<file path="config.mk">
export PLATFORM = sky130hd
export DESIGN_NAME = cmc_charger_ctrl
export DESIGN_NICKNAME = d
export VERILOG_FILES = /design/src/rtl/cmc_pkg.sv /design/src/rtl/cmc_charger_ctrl.sv
export VERILOG_INCLUDE_DIRS = /design/src /design/src/rtl
export SDC_FILE = /design/constraint.sdc
export NUM_CORES = 1
export LEC_CHECK = 0
export ABC_AREA = 1
export BUFFER_PORTS_ARGS = -buffer_cell sky130_fd_sc_hd__clkbuf_2
export CORE_MARGIN = 3
export CORE_UTILIZATION = 65
export DETAILED_ROUTE_END_ITERATION = 12
export PLACE_DENSITY = 0.83
export SYNTH_ARGS = -nofsm -noshare
export SYNTH_HDL_FRONTEND = slang
export SYNTH_SLANG_ARGS = --single-unit
</file>
<file path="constraint.sdc">
create_clock -name core_clk_i -period 5.37 [get_ports core_clk_i]
set_input_delay 0.537 -clock core_clk_i [delete_from_list [all_inputs] [get_ports core_clk_i]]
set_output_delay 0.537 -clock core_clk_i [all_outputs]
set_load 0.02 [all_outputs]
</file>
<file path="src/rtl/cmc_regs.svh">
`ifndef CMC_REGS_SVH
`define CMC_REGS_SVH

// register offsets (one register per address, 8-bit data)
`define CMC_ADDR_W 3
`define CMC_A_STATUS 3'h0
`define CMC_A_CTRL 3'h1
`define CMC_A_CURR 3'h2
`define CMC_A_CHRG 3'h3
`define CMC_A_IDENT 3'h4
`define CMC_A_UPSTR 3'h5
`define CMC_A_DNSTR 3'h6

// reset values
`define CMC_CTRL_RST 8'h84
`define CMC_CURR_RST 8'hFB
`define CMC_CHRG_RST 8'h89
`define CMC_UPSTR_RST 8'h00
`define CMC_DNSTR_RST 8'h00
`define CMC_IDENT_VAL 8'h5A

// status register fields
`define CMC_ST_SWRST 7
`define CMC_ST_BOOST 6
`define CMC_ST_CHG_HI 5
`define CMC_ST_CHG_LO 4
`define CMC_ST_LLOAD 3
`define CMC_ST_BATDPL 2
`define CMC_ST_VREG 1
`define CMC_ST_VINPRES 0

// control register fields
`define CMC_CT_CHG_EN 7
`define CMC_CT_SUPP_EN 6
`define CMC_CT_OSE 5
`define CMC_CT_RSVD 4
`define CMC_CT_TMR_HI 2
`define CMC_CT_TMR_LO 1
`define CMC_CT_TERM 0

// downstream register fields
`define CMC_DN_OVR 5
`define CMC_DN_HVALLOW 4
`define CMC_DN_UPNEG 3

// charge state codes
`define CMC_CHG_READY 2'h0
`define CMC_CHG_BUSY 2'h1
`define CMC_CHG_DONE 2'h2
`define CMC_CHG_FAULT 2'h3

// charge timeout field codes and lengths in seconds
`define CMC_TMR_5H 2'h0
`define CMC_TMR_10H 2'h1
`define CMC_TMR_20H 2'h2
`define CMC_TMR_5H_S 17'h04650
`define CMC_TMR_10H_S 17'h08CA0
`define CMC_TMR_20H_S 17'h11940

// times and their cycle counts at the core clock
`define CMC_CLK_HZ 50000000
`define CMC_T_DETECT_MS 100
`define CMC_T_EVENT_US 200
`define CMC_BLINK_HZ 10
`define CMC_T_RETRY_MS 5
`define CMC_T_RETRY_PER_MS 600
`define CMC_DETECT_CYC (`CMC_T_DETECT_MS * (`CMC_CLK_HZ / 1000))
`define CMC_EVENT_CYC (`CMC_T_EVENT_US * (`CMC_CLK_HZ / 1000000))
`define CMC_BLINK_CYC (`CMC_CLK_HZ / (2 * `CMC_BLINK_HZ))
`define CMC_RETRY_CYC (`CMC_T_RETRY_MS * (`CMC_CLK_HZ / 1000))
`define CMC_RETRY_PER_CYC (`CMC_T_RETRY_PER_MS * (`CMC_CLK_HZ / 1000))
`define CMC_SEC_CYC (`CMC_CLK_HZ)

`endif

</file>
<file path="src/rtl/cmc_pkg.sv">
package cmc_pkg;
  // input-power sequencing modes
  typedef enum logic [1:0] {
    MD_OFF,
    MD_DETECT,
    MD_BC12,
    MD_ACTIVE
  } cmc_mode_t;
endpackage

</file>
<file path="src/rtl/cmc_charger_ctrl.sv">
// Design decisions made here: the address-and-strobe port and the address map.
`timescale 1ns/1ps
`include "cmc_regs.svh"

// How it works
// input present, no fault: buck charging
// boost only above depletion; below, everything off (supplement-mode boost is not gated by depletion)
// sink input 100ms, then flag presence
// run port detection, pulse event, record type
// drive data-line level, report negative line
// high-voltage allow plus 9V/12V select moves points
// charger enable bit gates charging
// event pulse on each detection and change
// input current limit field to regulator
// input voltage point field, regulating flag
// output current limit field to regulator
// charge current, voltage and termination fields
// light load drives pin and flag
// supplement mode switches buck to boost
// output supply needs pin and bit
// override bit makes boost voltage writable
// faults clear output supply enable bit
// status pin low, high or 10Hz blink
// thermal fault pauses timer, keeps count
// short retries 5ms every 0.6s, foldback
// overvoltage stops switching until normal
// timeout latches off until input replug
// timer field 5h, 10h, 20h, disabled
// charge state encoding ready/busy/done/fault
module cmc_charger_ctrl import cmc_pkg::*; #(
  parameter logic [31:0] DETECT_CYC = `CMC_DETECT_CYC,
  parameter logic [31:0] EVENT_CYC = `CMC_EVENT_CYC,
  parameter logic [31:0] BLINK_CYC = `CMC_BLINK_CYC,
  parameter logic [31:0] RETRY_CYC = `CMC_RETRY_CYC,
  parameter logic [31:0] RETRY_PER_CYC = `CMC_RETRY_PER_CYC,
  parameter logic [31:0] SEC_CYC = `CMC_SEC_CYC,
  parameter logic [7:0] IDENT = `CMC_IDENT_VAL // arbitrary identity value
) (
  input wire logic core_clk_i,
  input wire logic rst_n_i,
  // register port
  input wire logic [`CMC_ADDR_W-1:0] reg_addr_i,
  input wire logic [7:0] reg_wdata_i,
  input wire logic reg_wr_i,
  input wire logic reg_rd_i,
  output logic [7:0] reg_rdata_o,
  // analog comparators and pins, all asynchronous
  input wire logic vin_above_uvlo_i,
  input wire logic bat_above_dep_i,
  input wire logic bus_ovp_i,
  input wire logic bat_ovp_i,
  input wire logic vin_ovp_i,
  input wire logic cold_fault_i,
  input wire logic hot_fault_i,
  input wire logic thermal_shutdown_i,
  input wire logic bat_short_i,
  input wire logic sys_short_i,
  input wire logic in_vreg_active_i,
  input wire logic light_load_i,
  input wire logic buck_duty_zero_i,
  input wire logic load_rising_i,
  input wire logic charge_done_i,
  input wire logic output_supply_enable_pin_i,
  input wire logic upstream_data_neg_i,
  input wire logic bc_done_i,
  input wire logic [1:0] bc_type_i,
  input wire logic ds_done_i,
  input wire logic [1:0] ds_req_i,
  // power stage control
  output logic buck_en_o,
  output logic boost_en_o,
  output logic output_linear_switch_o,
  output logic in_sink_o,
  output logic bc_detect_o,
  output logic foldback_o,
  // regulation setpoints
  output logic [2:0] in_ilim_o,
  output logic [2:0] input_voltage_regulation_o,
  output logic [2:0] out_ilim_o,
  output logic [2:0] chg_cur_o,
  output logic [1:0] chg_volt_o,
  output logic termination_current_o,
  output logic [1:0] light_load_threshold_o,
  output logic [1:0] hv_sel_o,
  output logic [3:0] upstream_data_pos_o,
  output logic [1:0] boost_vout_o,
  // host event and open-drain indicators
  output logic event_n_o,
  output logic stat_o,
  output logic stat_oe_n_o,
  output logic light_load_pin_o,
  output logic light_load_pin_oe_n_o
);

  // synchroniser bit positions
  localparam int NSYNC = 23;
  localparam int I_VIN = 0;
  localparam int I_BDEP = 1;
  localparam int I_BUSOVP = 2;
  localparam int I_BATOVP = 3;
  localparam int I_VINOVP = 4;
  localparam int I_COLD = 5;
  localparam int I_HOT = 6;
  localparam int I_TSD = 7;
  localparam int I_BSHORT = 8;
  localparam int I_SSHORT = 9;
  localparam int I_VREG = 10;
  localparam int I_LIGHT = 11;
  localparam int I_DZERO = 12;
  localparam int I_LRISE = 13;
  localparam int I_CDONE = 14;
  localparam int I_OSE = 15;
  localparam int I_UPNEG = 16;
  localparam int I_BCDONE = 17;
  localparam int I_BCTYPE = 18;
  localparam int I_DSDONE = 20;
  localparam int I_DSREQ = 21;

  // refuse counts that the counters cannot serve
  if (DETECT_CYC == 0 || EVENT_CYC == 0 || BLINK_CYC == 0 || SEC_CYC == 0 ||
      RETRY_CYC == 0 || RETRY_PER_CYC <= RETRY_CYC) begin : g_bad_cfg
    $error("cmc_charger_ctrl: invalid timing parameters");
  end

  // whole module state
  typedef struct packed {
    logic [NSYNC-1:0] s1; // first sync stage, read only by s2
    logic [NSYNC-1:0] s2; // synchronised inputs
    cmc_mode_t mode;
    logic [31:0] det_cnt; // input sink timer
    logic [31:0] evt_cnt; // event pulse remaining
    logic [31:0] blink_cnt; // half-period counter
    logic [31:0] sc_cnt; // short retry phase
    logic [31:0] sec_cnt; // second prescaler
    logic [16:0] tmr_s; // charge seconds
    logic present; // input confirmed
    logic timeout; // timer latch
    logic blink; // 10Hz square wave
    logic ds_done_d; // edge detect of downstream done
    logic ds_seen; // downstream detection done once
    logic [1:0] ds_last; // last downstream level
    logic [7:0] ctrl;
    logic [7:0] curr;
    logic [7:0] chrg;
    logic [7:0] upstr;
    logic [7:0] dnstr;
    logic [1:0] hv; // high-voltage select handed to the regulator
    logic [1:0] chg_st;
    logic boost_md;
    logic [7:0] rdata;
    logic buck;
    logic boost;
    logic lin;
    logic sink;
    logic bc_req;
    logic fold;
    logic evt_n;
    logic stat_oe_n;
    logic lls_oe_n;
  } cmc_state_t;

  cmc_state_t q;
  cmc_state_t n;

  // synchronised views
  logic vin, bat_dep_ok, bus_ovp, bat_ovp, vin_ovp, thermal, bat_short, sys_short;
  logic vreg, light, duty_zero, load_rise, chg_done, ose_pin, up_neg, bc_done, ds_done;
  logic [1:0] bc_type, ds_req;
  assign vin = q.s2[I_VIN];
  assign bat_dep_ok = q.s2[I_BDEP];
  assign bus_ovp = q.s2[I_BUSOVP];
  assign bat_ovp = q.s2[I_BATOVP];
  assign vin_ovp = q.s2[I_VINOVP];
  assign thermal = q.s2[I_COLD] | q.s2[I_HOT] | q.s2[I_TSD];
  assign bat_short = q.s2[I_BSHORT];
  assign sys_short = q.s2[I_SSHORT];
  assign vreg = q.s2[I_VREG];
  assign light = q.s2[I_LIGHT];
  assign duty_zero = q.s2[I_DZERO];
  assign load_rise = q.s2[I_LRISE];
  assign chg_done = q.s2[I_CDONE];
  assign ose_pin = q.s2[I_OSE];
  assign up_neg = q.s2[I_UPNEG];
  assign bc_done = q.s2[I_BCDONE];
  assign ds_done = q.s2[I_DSDONE];
  assign bc_type = q.s2[I_BCTYPE +: 2];
  assign ds_req = q.s2[I_DSREQ +: 2];

  // timer field to limit in seconds, zero means disabled
  function automatic logic [16:0] tmr_limit(input logic [1:0] sel);
    case (sel)
      `CMC_TMR_5H: tmr_limit = `CMC_TMR_5H_S;
      `CMC_TMR_10H: tmr_limit = `CMC_TMR_10H_S;
      `CMC_TMR_20H: tmr_limit = `CMC_TMR_20H_S;
      default: tmr_limit = 17'h0;
    endcase
  endfunction

  // next-state logic
  always_comb begin
    logic ose_on, charging, supp, dischg, chg_fault, trig, retry, ovp_stop;
    logic [16:0] lim;
    n = q;
    ose_on = 1'b0;
    charging = 1'b0;
    supp = 1'b0;
    dischg = 1'b0;
    chg_fault = 1'b0;
    trig = 1'b0;
    retry = 1'b0;
    ovp_stop = 1'b0;
    lim = tmr_limit(q.ctrl[`CMC_CT_TMR_HI:`CMC_CT_TMR_LO]);
    n.s1 = {ds_req_i, ds_done_i, bc_type_i, bc_done_i, upstream_data_neg_i,
            output_supply_enable_pin_i, charge_done_i, load_rising_i, buck_duty_zero_i,
            light_load_i, in_vreg_active_i, sys_short_i, bat_short_i, thermal_shutdown_i,
            hot_fault_i, cold_fault_i, vin_ovp_i, bat_ovp_i, bus_ovp_i, bat_above_dep_i,
            vin_above_uvlo_i};
    n.s2 = q.s1;

    // host writes; reserved bits stay zero
    if (reg_wr_i) begin
      case (reg_addr_i)
        `CMC_A_STATUS: begin
          if (reg_wdata_i[`CMC_ST_SWRST]) begin // self-clearing parameter reset
            n.ctrl = `CMC_CTRL_RST;
            n.curr = `CMC_CURR_RST;
            n.chrg = `CMC_CHRG_RST;
            n.upstr = `CMC_UPSTR_RST;
            n.dnstr = `CMC_DNSTR_RST;
          end
        end
        `CMC_A_CTRL: n.ctrl = reg_wdata_i & ~(8'h01 << `CMC_CT_RSVD);
        `CMC_A_CURR: n.curr = reg_wdata_i;
        `CMC_A_CHRG: n.chrg = reg_wdata_i;
        `CMC_A_UPSTR: n.upstr[7:2] = reg_wdata_i[7:2];
        `CMC_A_DNSTR: begin
          n.dnstr[`CMC_DN_OVR:`CMC_DN_HVALLOW] = reg_wdata_i[`CMC_DN_OVR:`CMC_DN_HVALLOW];
          if (reg_wdata_i[`CMC_DN_OVR]) begin
            n.dnstr[7:6] = reg_wdata_i[7:6];
          end
        end
        default: ; // unmapped or read-only: ignored
      endcase
    end

    // downstream voltage follows the request unless overridden
    if (!n.dnstr[`CMC_DN_OVR]) begin
      n.dnstr[7:6] = ds_req;
    end
    n.dnstr[`CMC_DN_UPNEG] = up_neg;
    // registered so the pin never glitches while allow and select change
    n.hv = n.dnstr[`CMC_DN_HVALLOW] ? n.upstr[3:2] : 2'h0;

    // input presence sequencing
    n.sink = 1'b0;
    n.bc_req = 1'b0;
    case (q.mode)
      MD_OFF: begin
        if (vin) begin
          n.mode = MD_DETECT;
          n.det_cnt = 32'h0;
          n.sink = 1'b1; // load starts with the mode, so it lasts the full count
        end
      end
      MD_DETECT: begin
        n.sink = 1'b1;
        n.det_cnt = q.det_cnt + 32'h1;
        if (q.det_cnt == DETECT_CYC - 32'h1) begin
          n.mode = MD_BC12;
          n.present = 1'b1;
          n.sink = 1'b0;
        end
      end
      MD_BC12: begin
        n.bc_req = 1'b1;
        if (bc_done) begin
          n.upstr[1:0] = bc_type;
          n.mode = MD_ACTIVE;
          n.bc_req = 1'b0;
          trig = 1'b1;
        end
      end
      MD_ACTIVE: ;
      default: n.mode = MD_OFF;
    endcase
    // input lost: drop presence, replug clears the timeout latch
    if (!vin) begin
      n.mode = MD_OFF;
      n.present = 1'b0;
      n.sink = 1'b0;
      n.bc_req = 1'b0;
      n.timeout = 1'b0;
      n.tmr_s = 17'h0;
      n.sec_cnt = 32'h0;
    end

    // downstream detection and later level changes
    n.ds_done_d = ds_done;
    n.ds_last = ds_req;
    if (ds_done && !q.ds_done_d) begin
      n.ds_seen = 1'b1;
      trig = 1'b1;
    end else if (q.ds_seen && ds_req != q.ds_last) begin
      trig = 1'b1;
    end

    // event pulse, retriggerable, low while counting
    if (trig) begin
      n.evt_cnt = EVENT_CYC;
    end else if (q.evt_cnt != 32'h0) begin
      n.evt_cnt = q.evt_cnt - 32'h1;
    end
    n.evt_n = (n.evt_cnt == 32'h0);

    // output supply faults clear the enable bit; hardware wins over a write
    if (bat_ovp || thermal || !bat_dep_ok) begin
      n.ctrl[`CMC_CT_OSE] = 1'b0;
    end

    // mode decisions
    ovp_stop = bus_ovp | bat_ovp;
    ose_on = ose_pin & q.ctrl[`CMC_CT_OSE];
    charging = (q.mode == MD_ACTIVE) & q.ctrl[`CMC_CT_CHG_EN] & !q.timeout
               & !thermal & !vin_ovp & !bat_ovp;
    supp = (q.mode == MD_ACTIVE) & q.ctrl[`CMC_CT_SUPP_EN] & duty_zero & load_rise;
    dischg = !q.present & !vin & ose_on & bat_dep_ok & !thermal;
    n.buck = charging & !supp & !ovp_stop;
    n.boost = (dischg | supp) & !ovp_stop;
    n.boost_md = n.boost;
    n.fold = charging & bat_short;

    // output short: retry window at the head of each period
    if (sys_short) begin
      n.sc_cnt = (q.sc_cnt == RETRY_PER_CYC - 32'h1) ? 32'h0 : q.sc_cnt + 32'h1;
      retry = (q.sc_cnt < RETRY_CYC);
    end else begin
      n.sc_cnt = 32'h0;
    end
    n.lin = ose_on & (q.present | dischg) & bat_dep_ok & (!sys_short | retry);

    // charge timer counts whole seconds, paused while not charging
    if (charging && !chg_done && lim != 17'h0 && !q.timeout) begin
      if (q.sec_cnt == SEC_CYC - 32'h1) begin
        n.sec_cnt = 32'h0;
        n.tmr_s = q.tmr_s + 17'h1;
      end else begin
        n.sec_cnt = q.sec_cnt + 32'h1;
      end
    end // thermal fault leaves sec_cnt and tmr_s untouched
    if (lim != 17'h0 && q.tmr_s >= lim) begin
      n.timeout = 1'b1;
    end

    // charge state
    chg_fault = q.present & (vin_ovp | bat_ovp | bat_short | thermal | q.timeout);
    if (chg_fault) begin
      n.chg_st = `CMC_CHG_FAULT;
    end else if (charging && chg_done) begin
      n.chg_st = `CMC_CHG_DONE;
    end else if (charging) begin
      n.chg_st = `CMC_CHG_BUSY;
    end else begin
      n.chg_st = `CMC_CHG_READY;
    end

    // 10Hz blink source
    if (q.blink_cnt == BLINK_CYC - 32'h1) begin
      n.blink_cnt = 32'h0;
      n.blink = ~q.blink;
    end else begin
      n.blink_cnt = q.blink_cnt + 32'h1;
    end

    // status pin: pull low when busy, blink on fault, else released
    case (n.chg_st)
      `CMC_CHG_BUSY: n.stat_oe_n = 1'b0;
      `CMC_CHG_FAULT: n.stat_oe_n = q.blink;
      default: n.stat_oe_n = 1'b1;
    endcase
    n.lls_oe_n = ~light;

    // read data, valid only in the cycle after the strobe
    n.rdata = 8'h00;
    if (reg_rd_i) begin
      case (reg_addr_i)
        `CMC_A_STATUS: n.rdata = {1'b0, q.boost_md, q.chg_st, light, ~bat_dep_ok, vreg, q.present};
        `CMC_A_CTRL: n.rdata = q.ctrl;
        `CMC_A_CURR: n.rdata = q.curr;
        `CMC_A_CHRG: n.rdata = q.chrg;
        `CMC_A_IDENT: n.rdata = IDENT;
        `CMC_A_UPSTR: n.rdata = q.upstr;
        `CMC_A_DNSTR: n.rdata = q.dnstr;
        default: n.rdata = 8'h00;
      endcase
    end
  end

  // state register
  always_ff @(posedge core_clk_i) begin
    if (!rst_n_i) begin
      q <= '0;
      q.mode <= MD_OFF;
      q.ctrl <= `CMC_CTRL_RST;
      q.curr <= `CMC_CURR_RST;
      q.chrg <= `CMC_CHRG_RST;
      q.upstr <= `CMC_UPSTR_RST;
      q.dnstr <= `CMC_DNSTR_RST;
      q.evt_n <= 1'b1;
      q.stat_oe_n <= 1'b1;
      q.lls_oe_n <= 1'b1;
    end else begin
      q <= n;
    end
  end

  // outputs straight from the state register or tied low
  assign reg_rdata_o = q.rdata;
  assign buck_en_o = q.buck;
  assign boost_en_o = q.boost;
  assign output_linear_switch_o = q.lin;
  assign in_sink_o = q.sink;
  assign bc_detect_o = q.bc_req;
  assign foldback_o = q.fold;
  assign in_ilim_o = q.curr[7:5];
  assign input_voltage_regulation_o = q.chrg[7:5];
  assign out_ilim_o = q.curr[4:2];
  assign chg_cur_o = q.chrg[2:0];
  assign chg_volt_o = q.chrg[4:3];
  assign termination_current_o = q.ctrl[`CMC_CT_TERM];
  assign light_load_threshold_o = q.curr[1:0];
  assign hv_sel_o = q.hv;
  assign upstream_data_pos_o = q.upstr[7:4];
  assign boost_vout_o = q.dnstr[7:6];
  assign event_n_o = q.evt_n;
  assign stat_o = 1'b0;
  assign stat_oe_n_o = q.stat_oe_n;
  assign light_load_pin_o = 1'b0;
  assign light_load_pin_oe_n_o = q.lls_oe_n;

endmodule

</file>
==> Word level (Yosys, flattened, before mapping) <==
Index checks and enable logic that the tools add are counted.
{ "word_totals": {"n_memories": 0, "ramBits": 0, "output_inout_bits": 44, "in_bits": 38, "wordCells": 196, "latchBits": 0, "mem_bits_ro": 0, "register_bits": 290} }
{ "op_classes": {"div": 0, "reduce_logical": 48, "magnitude_cmp": 2, "n_eq_ne": 28, "n_addsub": 6, "bitwise_logic": 36, "muxes": 41, "n_shift": 0, "multipliers": 0} }
{ "op_table": {"columns": ["cell", "count"], "rows": [
  ["adder 32 x 1 -> 32 bit, second input constant", 4],
  ["2-to-1 mux 32 bit", 3],
  ["case mux 32 bit (2 select lines)", 1],
  ["case mux 8 bit (7 select lines)", 1],
  ["2-to-1 mux 51 bit", 1],
  ["case mux 17 bit (3 select lines)", 1],
  ["2-to-1 mux 49 bit", 1],
  ["case mux 8 bit (2 select lines)", 3],
  ["2-to-1 mux 40 bit", 1],
  ["2-to-1 mux 34 bit", 1],
  ["equality test 32 x 22 -> 1 bit, second input constant", 1],
  ["equality test 32 x 23 -> 1 bit, second input constant", 1],
  ["equality test 32 x 25 -> 1 bit, second input constant", 1],
  ["equality test 32 x 26 -> 1 bit, second input constant", 1],
  ["zero test 32 bit", 1],
  ["< comparator 32 x 18 -> 1 bit, second input constant", 1],
  ["nonzero test 32 bit", 1],
  ["subtractor 32 x 1 -> 32 bit, second input constant", 1],
  ["bitwise AND 1 bit", 21],
  ["2-to-1 mux 2 bit", 9],
  ["adder 17 x 1 -> 17 bit, second input constant", 1],
  [">= comparator 17 bit", 1],
  ["2-to-1 mux 17 bit", 1],
  ["nonzero test 17 bit", 1],
  ["other kinds (31)", 102]
]} }

==> Logic depth before layout (Yosys ltp) <==
Gate-level depths: netlist (run 1).
{ "logic_depth": {"word_depth": 11, "depth_mapped": 16, "depth_no_buf": 16} }

==> Worst setup path after synthesis (run 1) <==
No wires, ideal clock.
{ "synth_path": {"path_kind": "reg2reg", "start": "reg q[246] (netlist name)", "end": "reg q[235] (netlist name)", "path_buffers": 0, "arrival_ns": 1.781, "required_ns": 5.252, "setup_time_ns": 0.118, "period_less_slack_ns": 1.899, "path_stages_with_launch": 13, "setup_slack_ns": 3.471, "cell_sequence": "dfxtp_1 inv_1 ha_1 o21ai_2 nand3_2 nor2_2 nand2_1 nor2_1 nand2_2 nor2_4 nand2_2 nor3_1 nor2_1"} }
{ "synth_via": {"elab_chain_len": 3, "elab_cells_between_ends": 6, "cone_classes": "eq/ne (2); mux (1); reduce/logical (3)"} }
{ "synth_rtl": {"columns": ["element", "line", "text"], "rows": [
  ["start: declaration", "cmc_charger_ctrl.sv:162", "cmc_state_t q;"],
  ["start signal: assignment", "cmc_charger_ctrl.sv:412", "q <= n;"],
  ["equality test 2 x 1 -> 1 bit or zero test 2 bit (tied branches)", "cmc_charger_ctrl.sv:257", "case (q.mode)"],
  ["nonzero test 2 bit (no line) or != test 2 bit (tied branches)", null, null],
  ["AND reduction 2 bit (no line)", null, null]
]} }
Parallel ways exist; a longest one is shown, timed or not.
A chain may end at the register's enable or synchronous reset.

==> Worst setup path after layout (run 1) <==
{ "layout_path": {"start": "reg q[247] (netlist name)", "end": "reg q[235] (netlist name)"} }
Same word-level chain as after synthesis.

==> metrics, run 1 <==
status=finished, final reports clean; gpl congestion=0.972; Post-CTS Hold Buffers=0; post-CTS sizing=0; Worst-path clk slew=0.06 ns; Max FO, Critical Path=13; final hold violation count=0; synthesized area=between 15000 and 20000 um2; placed cell areas=approximately 15000 um2; worst-margin pin slew=1.01 ns; largest area contributor in the netlist=dfxtp_1; clk root buf=clkbuf_16; count leader, synth=nand2_1; Flop pwr share=0.367; max-slew violation count=0; RSZ-0062 raised after global routing=false; Post-synth EDFFs=0; GRT Total Usage=0.302; post-route worst setup slack=2.62 ns; Synth Flop Type=dfxtp_1; startpoint types=flop; initial antenna violation count=2; Switch Pwr=2.30 mW; Final Setup Violations=0; Core ar.=22700 um2; largest net degree at the start of global routing=between 50 and 60; pwr dens=398 nW/um2; I/O pin cnt=82; Num CTS Buffers=30; worst path required time=5.87 ns; Starting Density=0.664; post-synthesis xor/xnor area fraction=0.0174; die area=25100 um2; Clock Tree Buf Depth=3; Post-synth top cells=489 x nand2_1, 303 x inv_1, 289 x dfxtp_1; post-layout min period=around 2.8 ns; peak supply drop=272 uV; Worst slew margin=0.327; Vias/cell=5.66; CP Class=flop to flop; Clock Power Share=0.344; hold crit path type=primary input to flop; Worst Setup End Kind=flop; Switching Fraction=0.351; # DRC=0; Die Width=158 um; Antenna Violating Nets Remaining=0; global-route wire length before repair=62900 um; pre-CTS setup slack=2.68 ns; simple-gate area share of the yosys netlist=0.352; Pre-antenna DRT Iters=6; Int Power=4.24 mW; Post-Route WL=around 38000 um; I/O Buffers=79; Area growth syn-to-layout=9.01%; Final Cell Area=16400 um2; reg2reg start=q[247]; RR Endpoint=q[235]; Clock Skew=roughly 0.012 ns; Die Height=158 um; Final nets=2291; CTS Sinks=slightly below 300; top cell type's share of synthesized area=0.384; final core occ=0.724; global route overflow=0; CP startpoint=q[247]; Seq/Total Area, Yosys=0.384; worst hold slack=about 0.15 ns; non-filler cells in the finished layout=2534; main combinational cell family by area after synthesis=simple AND/OR/NAND/NOR gates; # rows=55; Adder-Cell Fraction of Synth Area=0.0241; Syn Inst Count=~2.2k; part of the power in combinational logic=0.290; cell total after placement=2477; Pwr Total=between 6 and 7 mW; Syn Area/Cell=6.87 um2; Async SR Flop Fraction=0; Worst Setup EP=q[235]; post-route setup TNS=0 ns; layout cells sized above 1=0.101; Synth cell types=63; Area contributors post-synth=dfxtp_1 38%, nand2_1 12%, inv_1 7.5%, nor2_1 6.5%, a21oi_1 4.5%; Compound-Gate Fraction of Synth Area=0.108; Post-CTS Setup Inserts=0; Detail Placement HPWL=27600 um; worst skew pair latency=0.57 ns; #FFs+latches synth=289; Max-Cap Viols=0; vias=14.3k; synth warn=0; Max Clock Freq=363 MHz; vias in the first global route=~14k; mux cell area share after synthesis=0; P_leak=about 6.9 nW; CP arrival=3.25 ns; initial DRC count=around 1.2k; Tcrit/Tclk final=0.512; Worst R2R Setup Slack=2.62 ns; CTS tree=done; wire length per cell=15.0 um; Fillers=1844; worst r2r path cells=14; H-tree Lvls=1
[kinds of logic (layout without fill, tap and decap cells)]
family	count (synthesis)	after routing
other cells	1	3
compound gates	289	289
xor+xnor	30	30
simple gates	1154	1154
flops	289	289
buf+inv	402	455
fa+ha+maj	29	29
[flip-flops by register name, indices dropped and copies added, names as in the netlist, 2 cells and up]
signal	count
bc_type	2
ds_req	2
in_ilim_o	3
reg_rdata_o	8
n	24
out_ilim_o	3
upstream_data_pos_o	4
input_voltage_regulation_o	3
boost_vout_o	2
chg_volt_o	2
chg_cur_o	3
q	208
light_load_threshold_o	2
hv_sel_o	2
[final cells by class]
cell class	instances	area [um2]	share of cell area
Antenna cell	1	2.50	0.000152
Inverter	316	1190	0.0726
Timing Repair Buffer	83	428	0.0260
Tap cell	285	357	0.0217
Clock buffer	39	815	0.0495
Clock inverter	17	275	0.0167
Multi-Input combinational cell	1504	7580	0.461
Sequential cell	289	5790	0.352
[layer usage]
metal | wire length, um | vias up | global-route usage
li1 | - | 7175 | -
met3 | 2960 | 81 | 0.0511
met4 | 1140 | 2 | 0.0918
met1 | 16600 | 6536 | 0.404
met2 | 17300 | 546 | 0.503
met5 | 12 | - | 0
[layout by cell type, fill, tap and decap left out, types with 6 or more instances in the layout]
| master | netlist | final |
|---|---|---|
| nand2_1 | 489 | 489 |
| inv_1 | 303 | 303 |
| dfxtp_1 | 289 | 289 |
| nor2_1 | 261 | 261 |
| a21oi_1 | 136 | 136 |
| nand3_1 | 115 | 115 |
| nand4_1 | 83 | 83 |
| nor3_1 | 79 | 79 |
| clkbuf_2 | 1 | 78 |
| o21ai_0 | 74 | 74 |
| clkbuf_16 | 0 | 30 |
| ha_1 | 29 | 29 |
| nor4_1 | 24 | 24 |
| xor2_1 | 24 | 24 |
| nor2_2 | 16 | 16 |
| nand2_2 | 14 | 14 |
| or2_2 | 13 | 13 |
| a211oi_1 | 12 | 12 |
| nor3b_1 | 12 | 12 |
| inv_2 | 11 | 11 |
| o21ai_1 | 8 | 8 |
| a22oi_1 | 8 | 8 |
| a31oi_1 | 8 | 8 |
| o22ai_1 | 7 | 7 |
| nor2_4 | 7 | 7 |
| o211ai_1 | 7 | 7 |
| nor3_2 | 6 | 6 |
| xnor2_1 | 6 | 6 |
| clkbuf_1 | 34 | 6 |
| bufinv_16 | 0 | 6 |
[critical path: stages (launching register included)]
cell and delay [ns]:
dfxtp_1 0.33, inv_1 0.12, ha_1 0.41, inv_1 0.19
o21ai_2 0.45, nand3_2 0.16, nor2_2 0.16, nand2_1 0.08
nor2_1 0.16, nand2_2 0.12, nor2_4 0.13, nand2_2 0.09
o21ai_1 0.13, nand2_1 0.06, nor2_1 0.09
[power by group through the flow]
| stage | registers [mW] | logic [mW] | clock network [mW] |
|---|---|---|---|
| 4_1_cts | 2.39 | 1.87 | 2.27 |
| 5_1_grt | 2.41 | 2.18 | 2.36 |
| 3_5_place_dp | 2.44 | 1.86 | 0 |
| 6_report | 2.40 | 1.90 | 2.25 |
| 2_1_floorplan | 2.40 | 1.49 | 0 |
| 3_3_place_gp | 2.43 | 1.81 | 0 |
[worst min path at each step]
| stage | from | to | slack, ns | depth (start not counted) |
|---|---|---|---|---|
| finish | ds_req_i[1] | n[270] | 0.15 | 3 |
| global route | sys_short_i | n[257] | 0.15 | 3 |
| CTS | thermal_shutdown_i | n[255] | 0.13 | 3 |
| detailed placement | n[263] | ose_pin | 0.40 | 2 |
| global placement | n[254] | q[254] | 0.40 | 2 |
| floorplan | light | light_load_pin_oe_n_o | 0.36 | 1 |
Power figures use the tool's default switching activity.
==> run 2, diff against run 1 <==
- CORE_UTILIZATION: 65 -> 56
- PLACE_DENSITY: 0.83 -> 0.76
- clock period: 5.37 -> 2.3 ns (I/O delays scaled with it)
==> run 2 against run 1 <==
Compared with the run above: clock power grew 140%; cell area grew 5.0%; core utilization shrank 6.7 points; critical endpoint is now q[78]; sequential share of layout area shrank 1.7 points; largest power group unchanged; combinational power grew to 2.5 times the previous value.
==> metrics, run 2 (same netlist as run 1, synthesis figures left out) <==
Worst-path clk slew=0.06 ns (about the same); antenna cells=0 (-1); max layer used=met5; RR Endpoint=q[78]; Fillers=2348 (+27%); Die Width=170 um (+7.4%); Max-Cap Viols=0 (unchanged); post-route setup TNS=0 ns (unchanged); peak supply drop=684 uV (+150%); CP Class=flop to flop; I/O Buffers=79 (unchanged); hold crit path type=primary input to flop; CP arrival=2.62 ns (-0.63 ns); max-slew violation count=0 (unchanged); global route overflow=0 (unchanged); Core ar.=26300 um2 (+16%); CP max-delay cell=dfxtp_1; Worst Hold Launch=reg_wdata_i[6]; WL met2=18300 um (+5.4%); P_leak=7.29 nW (+5.7%); Die Height=170 um (+7.4%); gpl congestion=0.926 (-4.7%); Clock Tree Buf Depth=3 (unchanged); worst skew pair latency=0.56 ns (about the same); RSZ-0062 raised after global routing=false; worst path required time=2.80 ns (-3.07 ns); WP buf/inv=1 (-1); Worst Setup End Kind=flop; Vias/cell=5.44 (-3.8%); Detail Placement HPWL=30100 um (+9.2%); final core occ=0.657 (-0.0669); vias=14.5k (+0.98%); WHS Endpoint=input_voltage_regulation_o[1]; wire length per cell=15.2 um (+1.2%); # DRC=0 (unchanged); CP delay by family, top=simple AND/OR/NAND/NOR gates; Num CTS Buffers=31 (+3.3%); Starting Density=0.574 (-0.0902); pwr dens=916 nW/um2 (+130%); Tcrit/Tclk final=0.924 (+0.412); worst hold stages=3 (unchanged); status=finished, final reports clean; post-layout min period=2.13 ns (-0.627 ns); clk root buf=clkbuf_16; largest net degree at the start of global routing=37 (-31%); H-tree Lvls=1 (unchanged); I/O pin cnt=82 (unchanged); most frequent cells in the layout=489 x nand2_1, 303 x inv_1, 288 x dfxtp_1, 260 x nor2_1, 136 x a21oi_1; most common cell after layout, fill and taps aside=nand2_1; Max Clock Freq=471 MHz (+29%); Post-Route WL=40400 um (+6.2%); CTS tree=done; crit path cell chain=ha_1, nand3_2, nor2_4, nand2_1, nor2_2, nand4_4, nor2_8, buf_4, o21ai_4, o21bai_1, a21oi_1; Worst R2R Setup Slack=0.17 ns (-2.44 ns); CTS Sinks=289 (unchanged); DR WL met3=2940 um (-0.64%); Top reg by flops=q; initial DRC count=1161 (-6.6%); Final nets=2367 (+3.3%); Area growth syn-to-layout=14.5%; worst r2r path cells=11 (-3); initial antenna violation count=1 (-1); Max FO, Critical Path=8 (-5); die area=28900 um2 (+15%); M1 WL=18200 um (+9.6%); Final Setup Violations=0 (unchanged); Worst slew margin=0.639 (+0.313); slowest stage delay, CP=0.36 ns (-0.09 ns); layout cells sized above 1=0.120 (+0.0190); Antenna Violating Nets Remaining=0 (unchanged); # rows=59 (+7.3%); Clock Skew=0.0155 ns (+0.00334 ns); final hold violation count=0 (unchanged); GRT Total Usage=0.276 (-0.0257); vias in the first global route=13.7k (+1.6%); worst-margin pin slew=0.537 ns (-0.471 ns); Pre-antenna DRT Iters=5 (-1); reg2reg start=q[87]; max FFs per register=208 (unchanged); global-route wire length before repair=66800 um (+6.2%); startpoint types=flop
## run 2: worst max path at each step
| stage | start | end | slack (ns) | depth (start not counted) |
|---|---|---|---|---|
| CTS | q[87] | q[83] | 0.10 | 12 |
| detailed placement | q[87] | q[83] | 0.12 | 12 |
| global route | q[70] | q[83] | 0.009 | 12 |
| finish | q[87] | q[78] | 0.17 | 11 |
| global placement | q[87] | q[83] | 0.28 | 12 |
| floorplan | q[246] | q[235] | 0.40 | 12 |
## run 2: timing repair
| item | CTS | global route |
|---|---|---|
| buffers inserted | 0 | 5 |
| hold endpoints to repair | 35 | 0 |
| endpoints found under the setup margin | 0 | 7 |
| resized for setup | 0 | 6 |
| hold buffers | 30 | 0 |
## run 2: cell type report
| class | count | area (um2) | share of cell area |
|---|---|---|---|
| Clock buffer | 40 | 850 | 0.0492 |
| Clock inverter | 18 | 265 | 0.0154 |
| Inverter | 316 | 1190 | 0.0691 |
| Multi-Input combinational cell | 1505 | 7610 | 0.441 |
| Sequential cell | 289 | 5790 | 0.335 |
| Tap cell | 335 | 419 | 0.0243 |
| Timing Repair Buffer | 157 | 1150 | 0.0664 |
## run 2: stage by stage
stage / worst slack [ns] / total power [mW] / hold WS (ns) / cell area (um2) / std cells
CTS: 0.102 / 15.8 / 0.00343 / 17200 / 2654
global route: 0.00863 / 16.9 / 0.0267 / 17300 / 2660
finish: 0.175 / 15.8 / 0.0253 / 17300 / 2660
detailed placement: 0.119 / 10.4 / 0.397 / 15800 / 2566
global placement: 0.284 / 10.4 / 0.393 / 15800 / 2566
floorplan: 0.401 / 9.08 / 0.328 / 15100 / 2195
## run 2: worst reg2reg max path, cell delays in order (launching register included)
cell	delay, ns
dfxtp_1	0.36
ha_1	0.21
nand3_2	0.13
nor2_4	0.12
nand2_1	0.11
nor2_2	0.15
nand4_4	0.23
nor2_8	0.22
buf_4	0.14
o21ai_4	0.09
o21bai_1	0.19
a21oi_1	0.11
## run 2: routing by layer
layer,vias to the layer above,global-route usage
li1,7320,-
met1,6607,0.380
met2,482,0.450
met3,69,0.0460
met4,2,0.0797
met5,-,0
## run 2: power breakdown
| part | total, mW | internal (mW) | switching, mW |
|---|---|---|---|
| registers | 5.60 | 5.31 | 0.286 |
| clock network | 5.40 | 3.29 | 2.11 |
| logic | 4.81 | 1.66 | 3.16 |
